<file path="src/rtl/ssi_map.svh">
// offsets, field positions, reset values and timing counts of the serial shift unit
// ==========================================================================
`ifndef SSI_MAP_SVH
`define SSI_MAP_SVH

// ==========================================================================
// register select offsets
`define SSI_OFS_SHIFT      4'hA
`define SSI_OFS_AUX        4'hB
`define SSI_OFS_FLAGS      4'hD
`define SSI_OFS_ENABLES    4'hE

// ==========================================================================
// field positions
`define SSI_AUX_MODE_HI    4
`define SSI_AUX_MODE_LO    2
`define SSI_SUM_BIT        7
`define SSI_SHIFT_FLAG_BIT 2

// ==========================================================================
// reset values and timing counts
`define SSI_AUX_RST        8'h00
`define SSI_FLAGS_RST      7'h00
`define SSI_ENABLES_RST    7'h00
`define SSI_SHIFT_RST      8'h00
`define SSI_LAST_BIT       3'h7
`define SSI_SYS_HALF       8'h01

`endif

</file>
<file path="src/rtl/ssi_pkg.sv">
// types and helper functions of the serial shift unit
`include "ssi_map.svh"

package ssi_pkg;

   // ==========================================================================
   // shifter modes in mode field order
   typedef enum logic [2:0] {
      SM_OFF,
      SM_IN_T2,
      SM_IN_SYS,
      SM_IN_EXT,
      SM_OUT_FREE,
      SM_OUT_T2,
      SM_OUT_SYS,
      SM_OUT_EXT
   } ssi_mode_t;

   // internal serial clock generator states
   typedef enum logic [1:0] {
      ST_IDLE,
      ST_LOW,
      ST_HIGH
   } ssi_state_t;

   // ==========================================================================
   // true for the four shift-out modes
   function automatic logic ssi_is_out(input ssi_mode_t m);
      return (m == SM_OUT_FREE) || (m == SM_OUT_T2) || (m == SM_OUT_SYS) || (m == SM_OUT_EXT);
   endfunction : ssi_is_out

   // true where the serial clock comes from outside
   function automatic logic ssi_is_ext(input ssi_mode_t m);
      return (m == SM_IN_EXT) || (m == SM_OUT_EXT);
   endfunction : ssi_is_ext

   // half period of the generated serial clock in core cycles
   function automatic logic [7:0] ssi_half(input ssi_mode_t m, input logic [7:0] n);
      if ((m == SM_IN_T2) || (m == SM_OUT_T2) || (m == SM_OUT_FREE))
         return (n == 8'h00) ? 8'h01 : n;
      return `SSI_SYS_HALF;
   endfunction : ssi_half

endpackage : ssi_pkg

</file>
<file path="src/rtl/ssi_pin_if.sv">
// synchronised pin level and its edges, passed from the synchroniser to the core
`timescale 1ns/1ps

interface ssi_pin_if;
   logic lvl;
   logic rise;
   logic fall;

   modport sync (output lvl, output rise, output fall);
   modport core (input lvl, input rise, input fall);
endinterface : ssi_pin_if

</file>
<file path="src/rtl/ssi_pin_sync.sv">
// two-stage pin synchroniser with edge detection
`timescale 1ns/1ps

module ssi_pin_sync
   (
   input  wire logic i_core_clk,
   input  wire logic i_reset,
   input  wire logic i_clk_en,
   input  wire logic i_pin,
   ssi_pin_if.sync   pin
   );

   logic s1_q;
   logic s2_q;
   logic s3_q;

   // ==========================================================================
   // synchroniser chain, third stage only for edge finding
   always_ff @(posedge i_core_clk)
   begin
      if (i_reset)
      begin
         s1_q <= 1'h1;
         s2_q <= 1'h1;
         s3_q <= 1'h1;
      end
      else if (i_clk_en)
      begin
         s1_q <= i_pin;
         s2_q <= s1_q;
         s3_q <= s2_q;
      end
   end

   // level and edges seen after the second stage
   assign pin.lvl  = s2_q;
   assign pin.rise = s2_q & ~s3_q;
   assign pin.fall = ~s2_q & s3_q;

endmodule : ssi_pin_sync

</file>
<file path="src/rtl/ssi_top.sv">
// serial shift register unit with interrupt flag and enable registers
`timescale 1ns/1ps

module ssi_top
   import ssi_pkg::*;
   #(
   parameter int SHIFT_FLAG_BIT = `SSI_SHIFT_FLAG_BIT
   )
   (
   input  wire logic       I_CORE_CLK,
   input  wire logic       I_RESET,
   input  wire logic       I_CLK_EN,
   input  wire logic       I_CS,
   input  wire logic [3:0] I_RS,
   input  wire logic       I_RW,
   input  wire logic [7:0] I_DATA,
   input  wire logic [6:0] I_FLAG_SET,
   input  wire logic [6:0] I_PORT_CLR,
   input  wire logic [6:0] I_INDEPENDENT,
   input  wire logic [7:0] I_T2_LATCH_LO,
   input  wire logic       I_SCLK,
   input  wire logic       I_SDATA,
   output logic      [7:0] O_DATA,
   output logic            O_DATA_OE,
   output logic            O_IRQ_N,
   output logic            O_IRQ_N_OE,
   output logic            O_SCLK,
   output logic            O_SCLK_OE,
   output logic            O_SDATA,
   output logic            O_SDATA_OE
   );

   // ==========================================================================
   // declarations
   localparam logic [6:0] SHIFT_MASK = 7'h01 << SHIFT_FLAG_BIT;

   logic [7:0]  aux_q;
   logic [6:0]  flags_q;
   logic [6:0]  flags_d;
   logic [6:0]  ena_q;
   logic [6:0]  ena_d;
   logic [7:0]  sr_q;
   logic [7:0]  sr_d;
   logic [7:0]  rdata_q;
   logic        rdata_oe_q;
   logic        irq_n_q;
   logic        irq_oe_q;
   logic        sclk_q;
   logic        sclk_d;
   logic        sclk_oe_q;
   logic        sdo_q;
   logic        sdo_d;
   logic        sdo_oe_q;
   ssi_state_t  st_q;
   ssi_state_t  st_d;
   logic [7:0]  tmr_q;
   logic [7:0]  tmr_d;
   logic [2:0]  cnt_q;
   logic [2:0]  cnt_d;
   logic [2:0]  smp_q;
   logic        smp_d;
   logic        rot;
   logic        done;

   ssi_mode_t   mode;
   logic        is_out;
   logic        is_ext;
   logic        is_int;
   logic [7:0]  half_m1;
   logic        sel_sr;
   logic        sel_aux;
   logic        sel_flags;
   logic        sel_ena;
   logic        wr;
   logic        rd;
   logic        sr_acc;
   logic        sr_wr;
   logic [7:0]  rd_mux;
   logic        rd_mapped;
   logic        irq_any;
   logic [6:0]  set_v;
   logic [6:0]  clr_v;
   logic [6:0]  hold_low;
   logic        shift_in;
   logic [7:0]  sr_base;

   ssi_pin_if   clk_pin ();
   ssi_pin_if   dat_pin ();

   // ==========================================================================
   // pin synchronisers for the serial clock and data lines
   ssi_pin_sync u_clk_sync
      (
      .i_core_clk (I_CORE_CLK),
      .i_reset    (I_RESET),
      .i_clk_en   (I_CLK_EN),
      .i_pin      (I_SCLK),
      .pin        (clk_pin)
      );

   ssi_pin_sync u_dat_sync
      (
      .i_core_clk (I_CORE_CLK),
      .i_reset    (I_RESET),
      .i_clk_en   (I_CLK_EN),
      .i_pin      (I_SDATA),
      .pin        (dat_pin)
      );

   // ==========================================================================
   // register select decode
   assign sel_sr    = I_CS & (I_RS == `SSI_OFS_SHIFT);
   assign sel_aux   = I_CS & (I_RS == `SSI_OFS_AUX);
   assign sel_flags = I_CS & (I_RS == `SSI_OFS_FLAGS);
   assign sel_ena   = I_CS & (I_RS == `SSI_OFS_ENABLES);
   assign rd        = I_CS & I_RW;
   assign wr        = I_CS & ~I_RW;
   assign rd_mapped = sel_sr | sel_aux | sel_flags | sel_ena;
   assign sr_acc    = sel_sr;                       // read or write starts shifting
   assign sr_wr     = sel_sr & ~I_RW;

   // mode decode from the auxiliary control field
   assign mode    = ssi_mode_t'(aux_q[`SSI_AUX_MODE_HI:`SSI_AUX_MODE_LO]);
   assign is_out  = ssi_is_out(mode);
   assign is_ext  = ssi_is_ext(mode);
   assign is_int  = (mode != SM_OFF) && !is_ext;
   assign half_m1 = ssi_half(mode, I_T2_LATCH_LO) - 8'h01;

   // ==========================================================================
   // read data selection
   assign irq_any = |(flags_q & ena_q);
   assign rd_mux  = sel_sr    ? sr_q :
                    sel_aux   ? aux_q :
                    sel_flags ? {irq_any, flags_q} :
                    sel_ena   ? {1'h1, ena_q} :
                    8'h00;

   // ==========================================================================
   // flag sources, clears and hold-off
   assign set_v    = (I_FLAG_SET & ~SHIFT_MASK) | (done ? SHIFT_MASK : 7'h00);
   assign clr_v    = ((sel_flags & wr) ? I_DATA[6:0] : 7'h00)
                   | (I_PORT_CLR & ~I_INDEPENDENT)
                   | (sr_acc ? SHIFT_MASK : 7'h00);
   assign hold_low = (mode == SM_OFF) ? SHIFT_MASK : 7'h00;
   assign flags_d  = ((flags_q & ~clr_v) | set_v) & ~hold_low; // set beats clear

   // enable update, data bit 7 picks set or clear
   assign ena_d = !(sel_ena & wr) ? ena_q :
                  I_DATA[`SSI_SUM_BIT] ? (ena_q | I_DATA[6:0]) :
                  (ena_q & ~I_DATA[6:0]);

   // ==========================================================================
   // serial clock generator and bit counter
   always_comb
   begin
      st_d   = st_q;
      tmr_d  = tmr_q;
      cnt_d  = cnt_q;
      sclk_d = sclk_q;
      smp_d  = 1'h0;
      rot    = 1'h0;
      done   = 1'h0;
      case (st_q)
         ST_IDLE:
         begin
            sclk_d = 1'h1;
            if (mode == SM_OUT_FREE)                // free run needs no access
            begin
               st_d   = ST_LOW;
               sclk_d = 1'h0;
               tmr_d  = half_m1;
               rot    = 1'h1;
            end
         end
         ST_LOW:
         begin
            if (tmr_q == 8'h00)
            begin
               st_d   = ST_HIGH;
               sclk_d = 1'h1;
               tmr_d  = half_m1;
               smp_d  = !is_out;                    // sample next cycle
            end
            else
               tmr_d = tmr_q - 8'h01;
         end
         ST_HIGH:
         begin
            if (tmr_q != 8'h00)
               tmr_d = tmr_q - 8'h01;
            else if ((cnt_q == `SSI_LAST_BIT) && (mode != SM_OUT_FREE))
            begin
               st_d = (smp_q == 3'h0) ? ST_IDLE : ST_HIGH; // last bit in first
               done = (smp_q == 3'h0);
            end
            else
            begin
               st_d   = ST_LOW;
               sclk_d = 1'h0;
               tmr_d  = half_m1;
               rot    = is_out;
               if (mode != SM_OUT_FREE)
                  cnt_d = cnt_q + 3'h1;             // modulo-8 count
            end
         end
         default:
            st_d = ST_IDLE;
      endcase
      if (!is_int)
      begin
         st_d   = ST_IDLE;
         sclk_d = 1'h1;
         smp_d  = 1'h0;
         rot    = 1'h0;
         done   = 1'h0;
         if (sr_acc)
            cnt_d = 3'h0;                           // access restarts count
         else if (is_ext && clk_pin.rise)
         begin
            cnt_d = cnt_q + 3'h1;                   // counts without stopping
            done  = (cnt_q == `SSI_LAST_BIT);
         end
         rot = is_ext & is_out & clk_pin.fall;
      end
      else if (sr_acc)
      begin
         st_d   = ST_LOW;
         sclk_d = 1'h0;
         tmr_d  = half_m1;
         cnt_d  = 3'h0;
         smp_d  = 1'h0;
         rot    = is_out;
         done   = 1'h0;
      end
   end

   // ==========================================================================
   // shift data path; sampled bits wait out the pin synchroniser
   assign shift_in = (smp_q[2] & ~sr_acc) | (is_ext & !is_out & clk_pin.rise);
   assign sr_base  = sr_wr ? I_DATA : sr_q;
   assign sr_d     = rot      ? {sr_base[6:0], sr_base[7]} :
                     shift_in ? {sr_base[6:0], dat_pin.lvl} :
                     sr_base;
   assign sdo_d    = rot ? sr_base[7] : sdo_q;                 // last level holds

   // ==========================================================================
   // control registers
   always_ff @(posedge I_CORE_CLK)
   begin
      if (I_RESET)
      begin
         aux_q   <= `SSI_AUX_RST;
         flags_q <= `SSI_FLAGS_RST;
         ena_q   <= `SSI_ENABLES_RST;
      end
      else if (I_CLK_EN)
      begin
         if (sel_aux & wr)
            aux_q <= I_DATA;
         flags_q <= flags_d;
         ena_q   <= ena_d;
      end
   end

   // read data and interrupt pin registers
   always_ff @(posedge I_CORE_CLK)
   begin
      if (I_RESET)
      begin
         rdata_q    <= 8'h00;
         rdata_oe_q <= 1'h0;
         irq_n_q    <= 1'h1;
         irq_oe_q   <= 1'h0;
      end
      else if (I_CLK_EN)
      begin
         if (rd)
            rdata_q <= rd_mux;
         rdata_oe_q <= rd & rd_mapped;
         irq_n_q    <= ~|(flags_d & ena_d);
         irq_oe_q   <= |(flags_d & ena_d);          // drive only low
      end
   end

   // shifter state registers
   always_ff @(posedge I_CORE_CLK)
   begin
      if (I_RESET)
      begin
         st_q  <= ST_IDLE;
         tmr_q <= 8'h00;
         cnt_q <= 3'h0;
         smp_q <= 3'h0;
         sr_q  <= `SSI_SHIFT_RST;
      end
      else if (I_CLK_EN)
      begin
         st_q  <= st_d;
         tmr_q <= tmr_d;
         cnt_q <= cnt_d;
         smp_q <= sr_acc ? 3'h0 : {smp_q[1:0], smp_d}; // pin level of the cycle after rise
         sr_q  <= sr_d;
      end
   end

   // serial pin registers
   always_ff @(posedge I_CORE_CLK)
   begin
      if (I_RESET)
      begin
         sclk_q    <= 1'h1;
         sclk_oe_q <= 1'h0;
         sdo_q     <= 1'h0;
         sdo_oe_q  <= 1'h0;
      end
      else if (I_CLK_EN)
      begin
         sclk_q    <= sclk_d;
         sclk_oe_q <= is_int;                       // external modes leave clock input
         sdo_q     <= sdo_d;
         sdo_oe_q  <= is_out;
      end
   end

   // ==========================================================================
   // outputs straight from registers
   assign O_DATA     = rdata_q;
   assign O_DATA_OE  = rdata_oe_q;
   assign O_IRQ_N    = irq_n_q;
   assign O_IRQ_N_OE = irq_oe_q;
   assign O_SCLK     = sclk_q;
   assign O_SCLK_OE  = sclk_oe_q;
   assign O_SDATA    = sdo_q;
   assign O_SDATA_OE = sdo_oe_q;

endmodule : ssi_top

</file>
<file path="config.mk">
export PLATFORM = sky130hd
export DESIGN_NAME = ssi_top
export DESIGN_NICKNAME = d
export VERILOG_FILES = /design/src/rtl/ssi_pkg.sv /design/src/rtl/ssi_pin_if.sv /design/src/rtl/ssi_pin_sync.sv /design/src/rtl/ssi_top.sv
export VERILOG_INCLUDE_DIRS = /design/src /design/src/rtl
export SDC_FILE = /design/constraint.sdc
export NUM_CORES = 1
export LEC_CHECK = 0
export BUFFER_PORTS_ARGS = -buffer_cell sky130_fd_sc_hd__buf_2
export CELL_PAD_IN_SITES_DETAIL_PLACEMENT = 0
export CELL_PAD_IN_SITES_GLOBAL_PLACEMENT = 1
export CORE_MARGIN = 2
export CORE_UTILIZATION = 43
export CTS_CLUSTER_DIAMETER = 200
export DETAILED_ROUTE_END_ITERATION = 12
export MAX_ROUTING_LAYER = met4
export PLACE_DENSITY = 0.84
export SYNTH_ARGS = -nofsm -noshare
export SYNTH_HDL_FRONTEND = slang
export SYNTH_SLANG_ARGS = --single-unit
</file>
<file path="constraint.sdc">
create_clock -name I_CORE_CLK -period 2.54 [get_ports I_CORE_CLK]
set_input_delay 0.127 -clock I_CORE_CLK [delete_from_list [all_inputs] [get_ports I_CORE_CLK]]
set_output_delay 0.127 -clock I_CORE_CLK [all_outputs]
set_load 0.1 [all_outputs]
</file>
==> results.cfg, run 1 <==
[setup_path]
worstReg2RegStart = tmr_q[1]$_SDFFE_PP0P_
arrival_ps = 2610
cp.required_ps = 2770
r2r.worst_path.cells = 9
timing.rr.end = sr_q[7]$_SDFFE_PP0P_
reg2reg_slack_ps = 160
crit_path_start_kind = flip-flop
end_kind = flip-flop
crit_type = reg -> reg
cp_max_fo = 7

[sta]
maxSlewHeadroom_pct = 58.81
setup_viol = 0
finalCritPeriodShare_pct = 93.56
rsz0062_at_grt = no
finalMaxSlewViolations = 0
clock.fmax_ghz = 0.4208
finalSetupTns_ps = 0
final_hold_viol_count = 0
worst_pin_slew_ps = 615.1
fin_crit_ps = 2376
skew_ps = 10.59

[clock_tree]
clk-insertion-delay-late_ps = 350
ctsResizeCount = 0
cts-htree-levels = 3
tritoncts = done
numCtsBuffers = 9
clkTransAtPathRegs_ps = 80
clock-sinks = 66
post_cts_buffers = 0
cts-root-buf = clkbuf_8
hold_buffers = 0
cts_buffer_depth = 2

[min_path]
min-delay-start = I_SDATA
hold_end = u_dat_sync.s1_q$_SDFFE_PP1P_
min_delay_path_depth = 3
min_path_type = in -> reg

[global_route]
antenna_found_initial = 0
grt_use_total_pct = 24.95
grt_max_degree = 51
grt_pass1_wl_um = 21410
grt_pass1_vias = 4160
grt_overflow_total = 0

[routing]
dr.pass1.iters = 5
num_vias = 4380
drt_iter0_markers = 246
wire_per_inst_um = 18.02
vias_per_cell = 6.033
drc = 0
drt_wl_total_um = 13090
ant_nets = 0

[floorplanning]
start_util_pct = 44.23
fp.dieW_um = 104.3
core_area_um2 = 9774
fp.dieH_um = 104.3
fp-row-count = 36
dieArea_um2 = 10870
io_pins = 63

[logic_synthesis]
yosysUniqueCellTypes = 82
synth_edf_count = 0
synth_seq_cells = 66
synth.area.top_cells = dfxtp_1 31%, mux2i_1 6.5%, nor2_1 5.5%
yosysTopAreaCellShare_pct = 30.56
syn_area_um2 = 4323
synth.largest_area_cell = dfxtp_1
ys_async_sr_fraction_pct = 0
avgSynthCellArea_um2 = 8.266
synth_warnings = 0
synth_seq_area_share_pct = 30.56
ys.flop_type = dfxtp_1
synth_cells = 523
synthesis.nets = 580

[finish]
fillers = 955
drive_gt1_share_pct = 22.60
final_util_pct = 50.64
fin_nets = 645
syn_to_final_growth_pct = 14.50
num_antenna_cells = 0

[placed_design]
hpwl_um = 9817
io_buffers = 61
routabilityCongestion = 0.9511

[pwr]
ir_drop_uv = 321.9
power_leakage_nw = 1.955
powerDensity_nw_per_um2 = 454.8

[status]
outcome = complete, no violations

[job]
maxCapViolations = 0
[layout make-up]
class	instances	area (um^2)	area share [%]
multi-input cells	402	2713	54.80
flip-flops and latches	66	1321	26.69
repair buffers	86	493.0	9.960
well taps	133	166.4	3.362
clock buffers	9	123.9	2.503
inverters	23	86.33	1.744
clock inverters	7	46.29	0.9353
[through the flow]
step | power (mW) | cells | hold WS, ps | setup WS [ps] | cell area, um^2
after CTS | 2.254 | 726 | 8.309 | 214.4 | 4950
after global routing | 2.343 | 726 | 5.178 | 23.38 | 4950
after global placement | 1.472 | 710 | 342.7 | 259.7 | 4780
after detailed placement | 1.476 | 710 | 362.6 | 237.4 | 4780
final | 2.251 | 726 | 5.281 | 163.7 | 4950
after floorplan | 1.354 | 523 | 255.4 | 404.3 | 4323
[routing by layer]
layer  GRT usage (%)  vias to the layer above  routed length (um)
met5               -                        -                   0
met4           6.274                        0                 230
met3           4.323                       20                 856
met2           37.30                      185                5851
met1           34.95                     2067                6147
li1                -                     2108                   -
[critical path: stages, from the launching register on]
cell     delay (ps)
dfxtp_1         340
inv_1           130
ha_1            200
nor3b_1         300
buf_4           190
nand3_1         100
nor3_2          370
o31ai_4          80
and2_1          250
a221o_1         310
[power breakdown]
group	internal, mW	switching [mW]	leakage, nW
clock network	0.350	0.443	0.0810
registers	1.06	0.0233	0.537
logic	0.122	0.251	1.34
[cell usage in the layout (no fill, tap or decap), types with 4 or more instances in the layout]
master,netlist,routed
a211o_1,5,5
a211oi_1,8,8
a21boi_0,4,4
a21oi_1,33,33
a221o_1,4,4
a22oi_1,19,19
a311oi_1,11,11
a31oi_1,5,5
a32oi_1,10,10
and3_1,5,5
buf_2,7,61
buf_4,0,25
clkbuf_8,2,9
dfxtp_1,66,66
ha_1,9,9
inv_1,21,21
mux2i_1,28,28
nand2_1,34,34
nand2b_1,6,6
nand3_1,18,18
nand4_1,5,5
nor2_1,63,63
nor3_1,15,15
o211ai_1,5,5
o21a_1,4,4
o21ai_0,18,18
o31ai_1,10,10
or2_2,6,6
[worst max path at each step]
| stage | to | slack [ps] | cells after the start | from |
|---|---|---|---|---|
| detailed placement | sr_q[7]$_SDFFE_PP0P_ | 240 | 9 | tmr_q[1]$_SDFFE_PP0P_ |
| floorplan | sr_q[7]$_SDFFE_PP0P_ | 400 | 8 | cnt_q[0]$_SDFFE_PP0P_ |
| global placement | sr_q[7]$_SDFFE_PP0P_ | 260 | 9 | tmr_q[1]$_SDFFE_PP0P_ |
| CTS | sr_q[7]$_SDFFE_PP0P_ | 210 | 9 | tmr_q[1]$_SDFFE_PP0P_ |
| finish | sr_q[7]$_SDFFE_PP0P_ | 160 | 9 | tmr_q[1]$_SDFFE_PP0P_ |
| global route | st_q[1]$_SDFFE_PP0P_ | 20 | 9 | tmr_q[1]$_SDFFE_PP0P_ |
[synthesized netlist by cell type (3+ instances only)]
library cell and n:
nor2_1 63, a32oi_1 10, xor2_1 3, buf_2 7, a311oi_1 11, or2_2 6
o31ai_1 10, dfxtp_1 66, a221o_1 4, and2_1 3, and3_1 5, a211o_1 5
a211oi_1 8, o21ai_0 18, a31oi_1 5, nor3b_1 3, a31o_2 3, nand3_1 18
a22oi_1 19, buf_6 4, a21boi_0 4, ha_1 9, nand2_1 34, a21oi_1 33
clkbuf_1 15, nor4_1 3, nor3_1 15, o22ai_1 3, inv_1 21, a221oi_1 3
nand4_1 5, mux2i_1 28, o211ai_1 5, o21a_1 4, o211a_1 3, nand2b_1 6
xnor2_1 3
[flip-flops by register name (all words and copies together), names as in the netlist, 2 cells and up]
signal	cells
cnt_q	3
st_q	2
smp_q	3
flags_q	7
aux_q	8
tmr_q	8
O_DATA	8
sr_q	8
ena_q	7
[cells by family (layout without fill, tap and decap cells)]
group                      count (synthesis)  in the layout  share of synthesized area [%]
muxes                                     30             30                          7.004
adders and majority gates                 10             10                          2.837
buffers and inverters                     55            125                          6.686
xor gates and xnor gates                   6              6                          1.216
and+or+nand+nor                          181            181                          21.71
DFF                                       66             66                          30.56
AOI/OAI and AO/OA                        175            175                          29.99
No activity file was read; power rests on OpenSTA's default activity.
==> run 2, diff against run 1 <==
--- a/config.mk
+++ b/config.mk
@@ -15,6 +15,7 @@
 export DETAILED_ROUTE_END_ITERATION = 12
 export MAX_ROUTING_LAYER = met4
 export PLACE_DENSITY = 0.84
+export REMOVE_ABC_BUFFERS = 1
 export SYNTH_ARGS = -nofsm -noshare
 export SYNTH_HDL_FRONTEND = slang
 export SYNTH_SLANG_ARGS = --single-unit
==> run 2 against run 1 <==
Effect of this change:
- register-to-register slack better by 20 ps
- via count down 0.75%
- clock power down 4.4%
- wire length down 2.6%
- worst setup slack better by 21 ps
- sequential power about the same
- critical path depth down 1
- global-route usage down 0.23 points
- clock skew up 2.2 ps
- combinational power about the same
- critical path type unchanged
==> results.cfg, run 2 (synthesis results as in run 1) <==
[status]
outcome = complete, no violations

[setup_path]
cp_max_fo = 6
r2r.worst_path.cells = 8
arrival_ps = 2610
crit_type = reg -> reg
cp_top_family = compound AO/OA/AOI/OAI gates
cp.required_ps = 2790
crit_path_start_kind = flip-flop
slowest_delay_ps = 460
cp.depth = 8
end_kind = flip-flop
reg2reg_slack_ps = 180
crit_slowest_cell = a21oi_1
worstPathCellList = inv_1 > ha_1 > nor3b_1 > nand2_1 > a21oi_1 > nor2_1 > a31o_2 > a22o_1
crit_buf_inv = 1

[global_route]
grt_use_total_pct = 24.72
grt_max_degree = 51
grt_overflow_total = 0
antenna_found_initial = 0
grt_pass1_wl_um = 21110
grt_pass1_vias = 4085

[sta]
setup_viol = 0
worst_slack_ps = 184.8
clock.fmax_ghz = 0.4246
finalSetupTns_ps = 0
finalMaxSlewViolations = 0
final_hold_viol_count = 0
skew_ps = 12.78
rsz0062_at_grt = no
worst_pin_slew_ps = 703.3
fin_crit_ps = 2355
finalCritPeriodShare_pct = 92.72
maxSlewHeadroom_pct = 52.94

[finish]
final_common_cell = dfxtp_1
final_util_pct = 50.44
drive_gt1_share_pct = 21.49
fin_nets = 644
final_area_um2 = 4930
num_antenna_cells = 0
syn_to_final_growth_pct = 14.04
final_cell_mix = 66 x dfxtp_1, 63 x nor2_1, 61 x buf_2

[job]
maxCapViolations = 0

[placed_design]
hpwl_um = 9320
placed_area_um2 = 4757
pre_cts_slack_ps = 226.1
io_buffers = 61
routabilityCongestion = 0.8879

[routing]
drc = 0
wire_per_inst_um = 17.60
num_vias = 4347
vias_per_cell = 6.004
dr.pass1.iters = 5
drt_iter0_markers = 253
ant_nets = 0
drt_wl_total_um = 12740

[pwr]
ir_drop_uv = 287.1
intPower_mw = 1.533
switchingPower_uw = 682.9
netSwitchingFraction_pct = 30.82
power_frac_comb_pct = 16.9
power_leakage_nw = 1.946
powerDensity_nw_per_um2 = 449.6
seq_power_share_pct = 49.0
p_clk_share_pct = 34.2
p_total_mw = 2.216

[floorplanning]
io_pins = 63
fp.dieW_um = 104.3
start_util_pct = 44.23
fp-row-count = 36
core_area_um2 = 9774
fp.dieH_um = 104.3
dieArea_um2 = 10870

[clock_tree]
cts-root-buf = clkbuf_8
post_cts_buffers = 0
clkTransAtPathRegs_ps = 80
numCtsBuffers = 9
clock-sinks = 66
tritoncts = done
cts-htree-levels = 3
clk-insertion-delay-late_ps = 360
cts_buffer_depth = 2

[min_path]
min_delay_path_depth = 3
min_path_type = in -> reg
[run 2: stage by stage]
step / hold WS [ps] / std cells
floorplan: 193.2 / 491
global placement: 343.5 / 707
detailed placement: 345.0 / 707
CTS: 46.65 / 724
global route: 75.26 / 724
finish: 56.25 / 724
[run 2: worst paths after layout]
kind / startpoint / endpoint
max reg2reg: tmr_q[1]$_SDFFE_PP0P_ / tmr_q[7]$_SDFFE_PP0P_
min reg2reg: O_DATA_OE$_SDFFE_PP0P_ / O_DATA_OE$_SDFFE_PP0P_
max: tmr_q[1]$_SDFFE_PP0P_ / tmr_q[7]$_SDFFE_PP0P_
min: I_DATA[0] / aux_q[0]$_SDFFE_PP0P_
[run 2: final cells by class]
type | instances | area [um^2]
fill | 983 | 4845
multi-input combinational | 402 | 2713
sequential | 66 | 1321
timing repair buffer | 85 | 490.5
tap | 133 | 166.4
clock buffer | 12 | 135.1
inverter | 23 | 86.33
clock inverter | 3 | 17.52
[run 2: power groups by stage]
stage | sequential, mW | clock (mW) | combinational (mW)
after floorplan | 1.17 | 0 | 0.153
after global placement | 1.11 | 0 | 0.364
after detailed placement | 1.11 | 0 | 0.368
after CTS | 1.08 | 0.784 | 0.371
after global routing | 1.09 | 0.840 | 0.403
final | 1.09 | 0.758 | 0.374
[run 2: metal layers]
metal / GRT usage [%] / vias up / routed length (um) / share of wire [%]
met1: 34.95 / 2072 / 6159 / 48
met2: 35.53 / 159 / 5600 / 44
li1: - / 2102 / - / -
met5: - / - / 0 / 0
met3: 4.386 / 14 / 806 / 6.3
met4: 8.205 / 0 / 178 / 1.4
[run 2: repair_timing]
action / 4_1_cts / 5_1_grt
endpoints found under the setup margin: 0 / 0
endpoints found under the hold margin: 2 / 0
hold buffers: 2 / 0
resized for setup: 0 / 0
[run 2: worst min-delay path, delay by kind of cell]
| family | cells | cell delay (ps) |
|---|---|---|
| multiplexers | 1 | 70 |
| AND/OR/NAND/NOR | 1 | 70 |
| buffers and inverters | 1 | 100 |
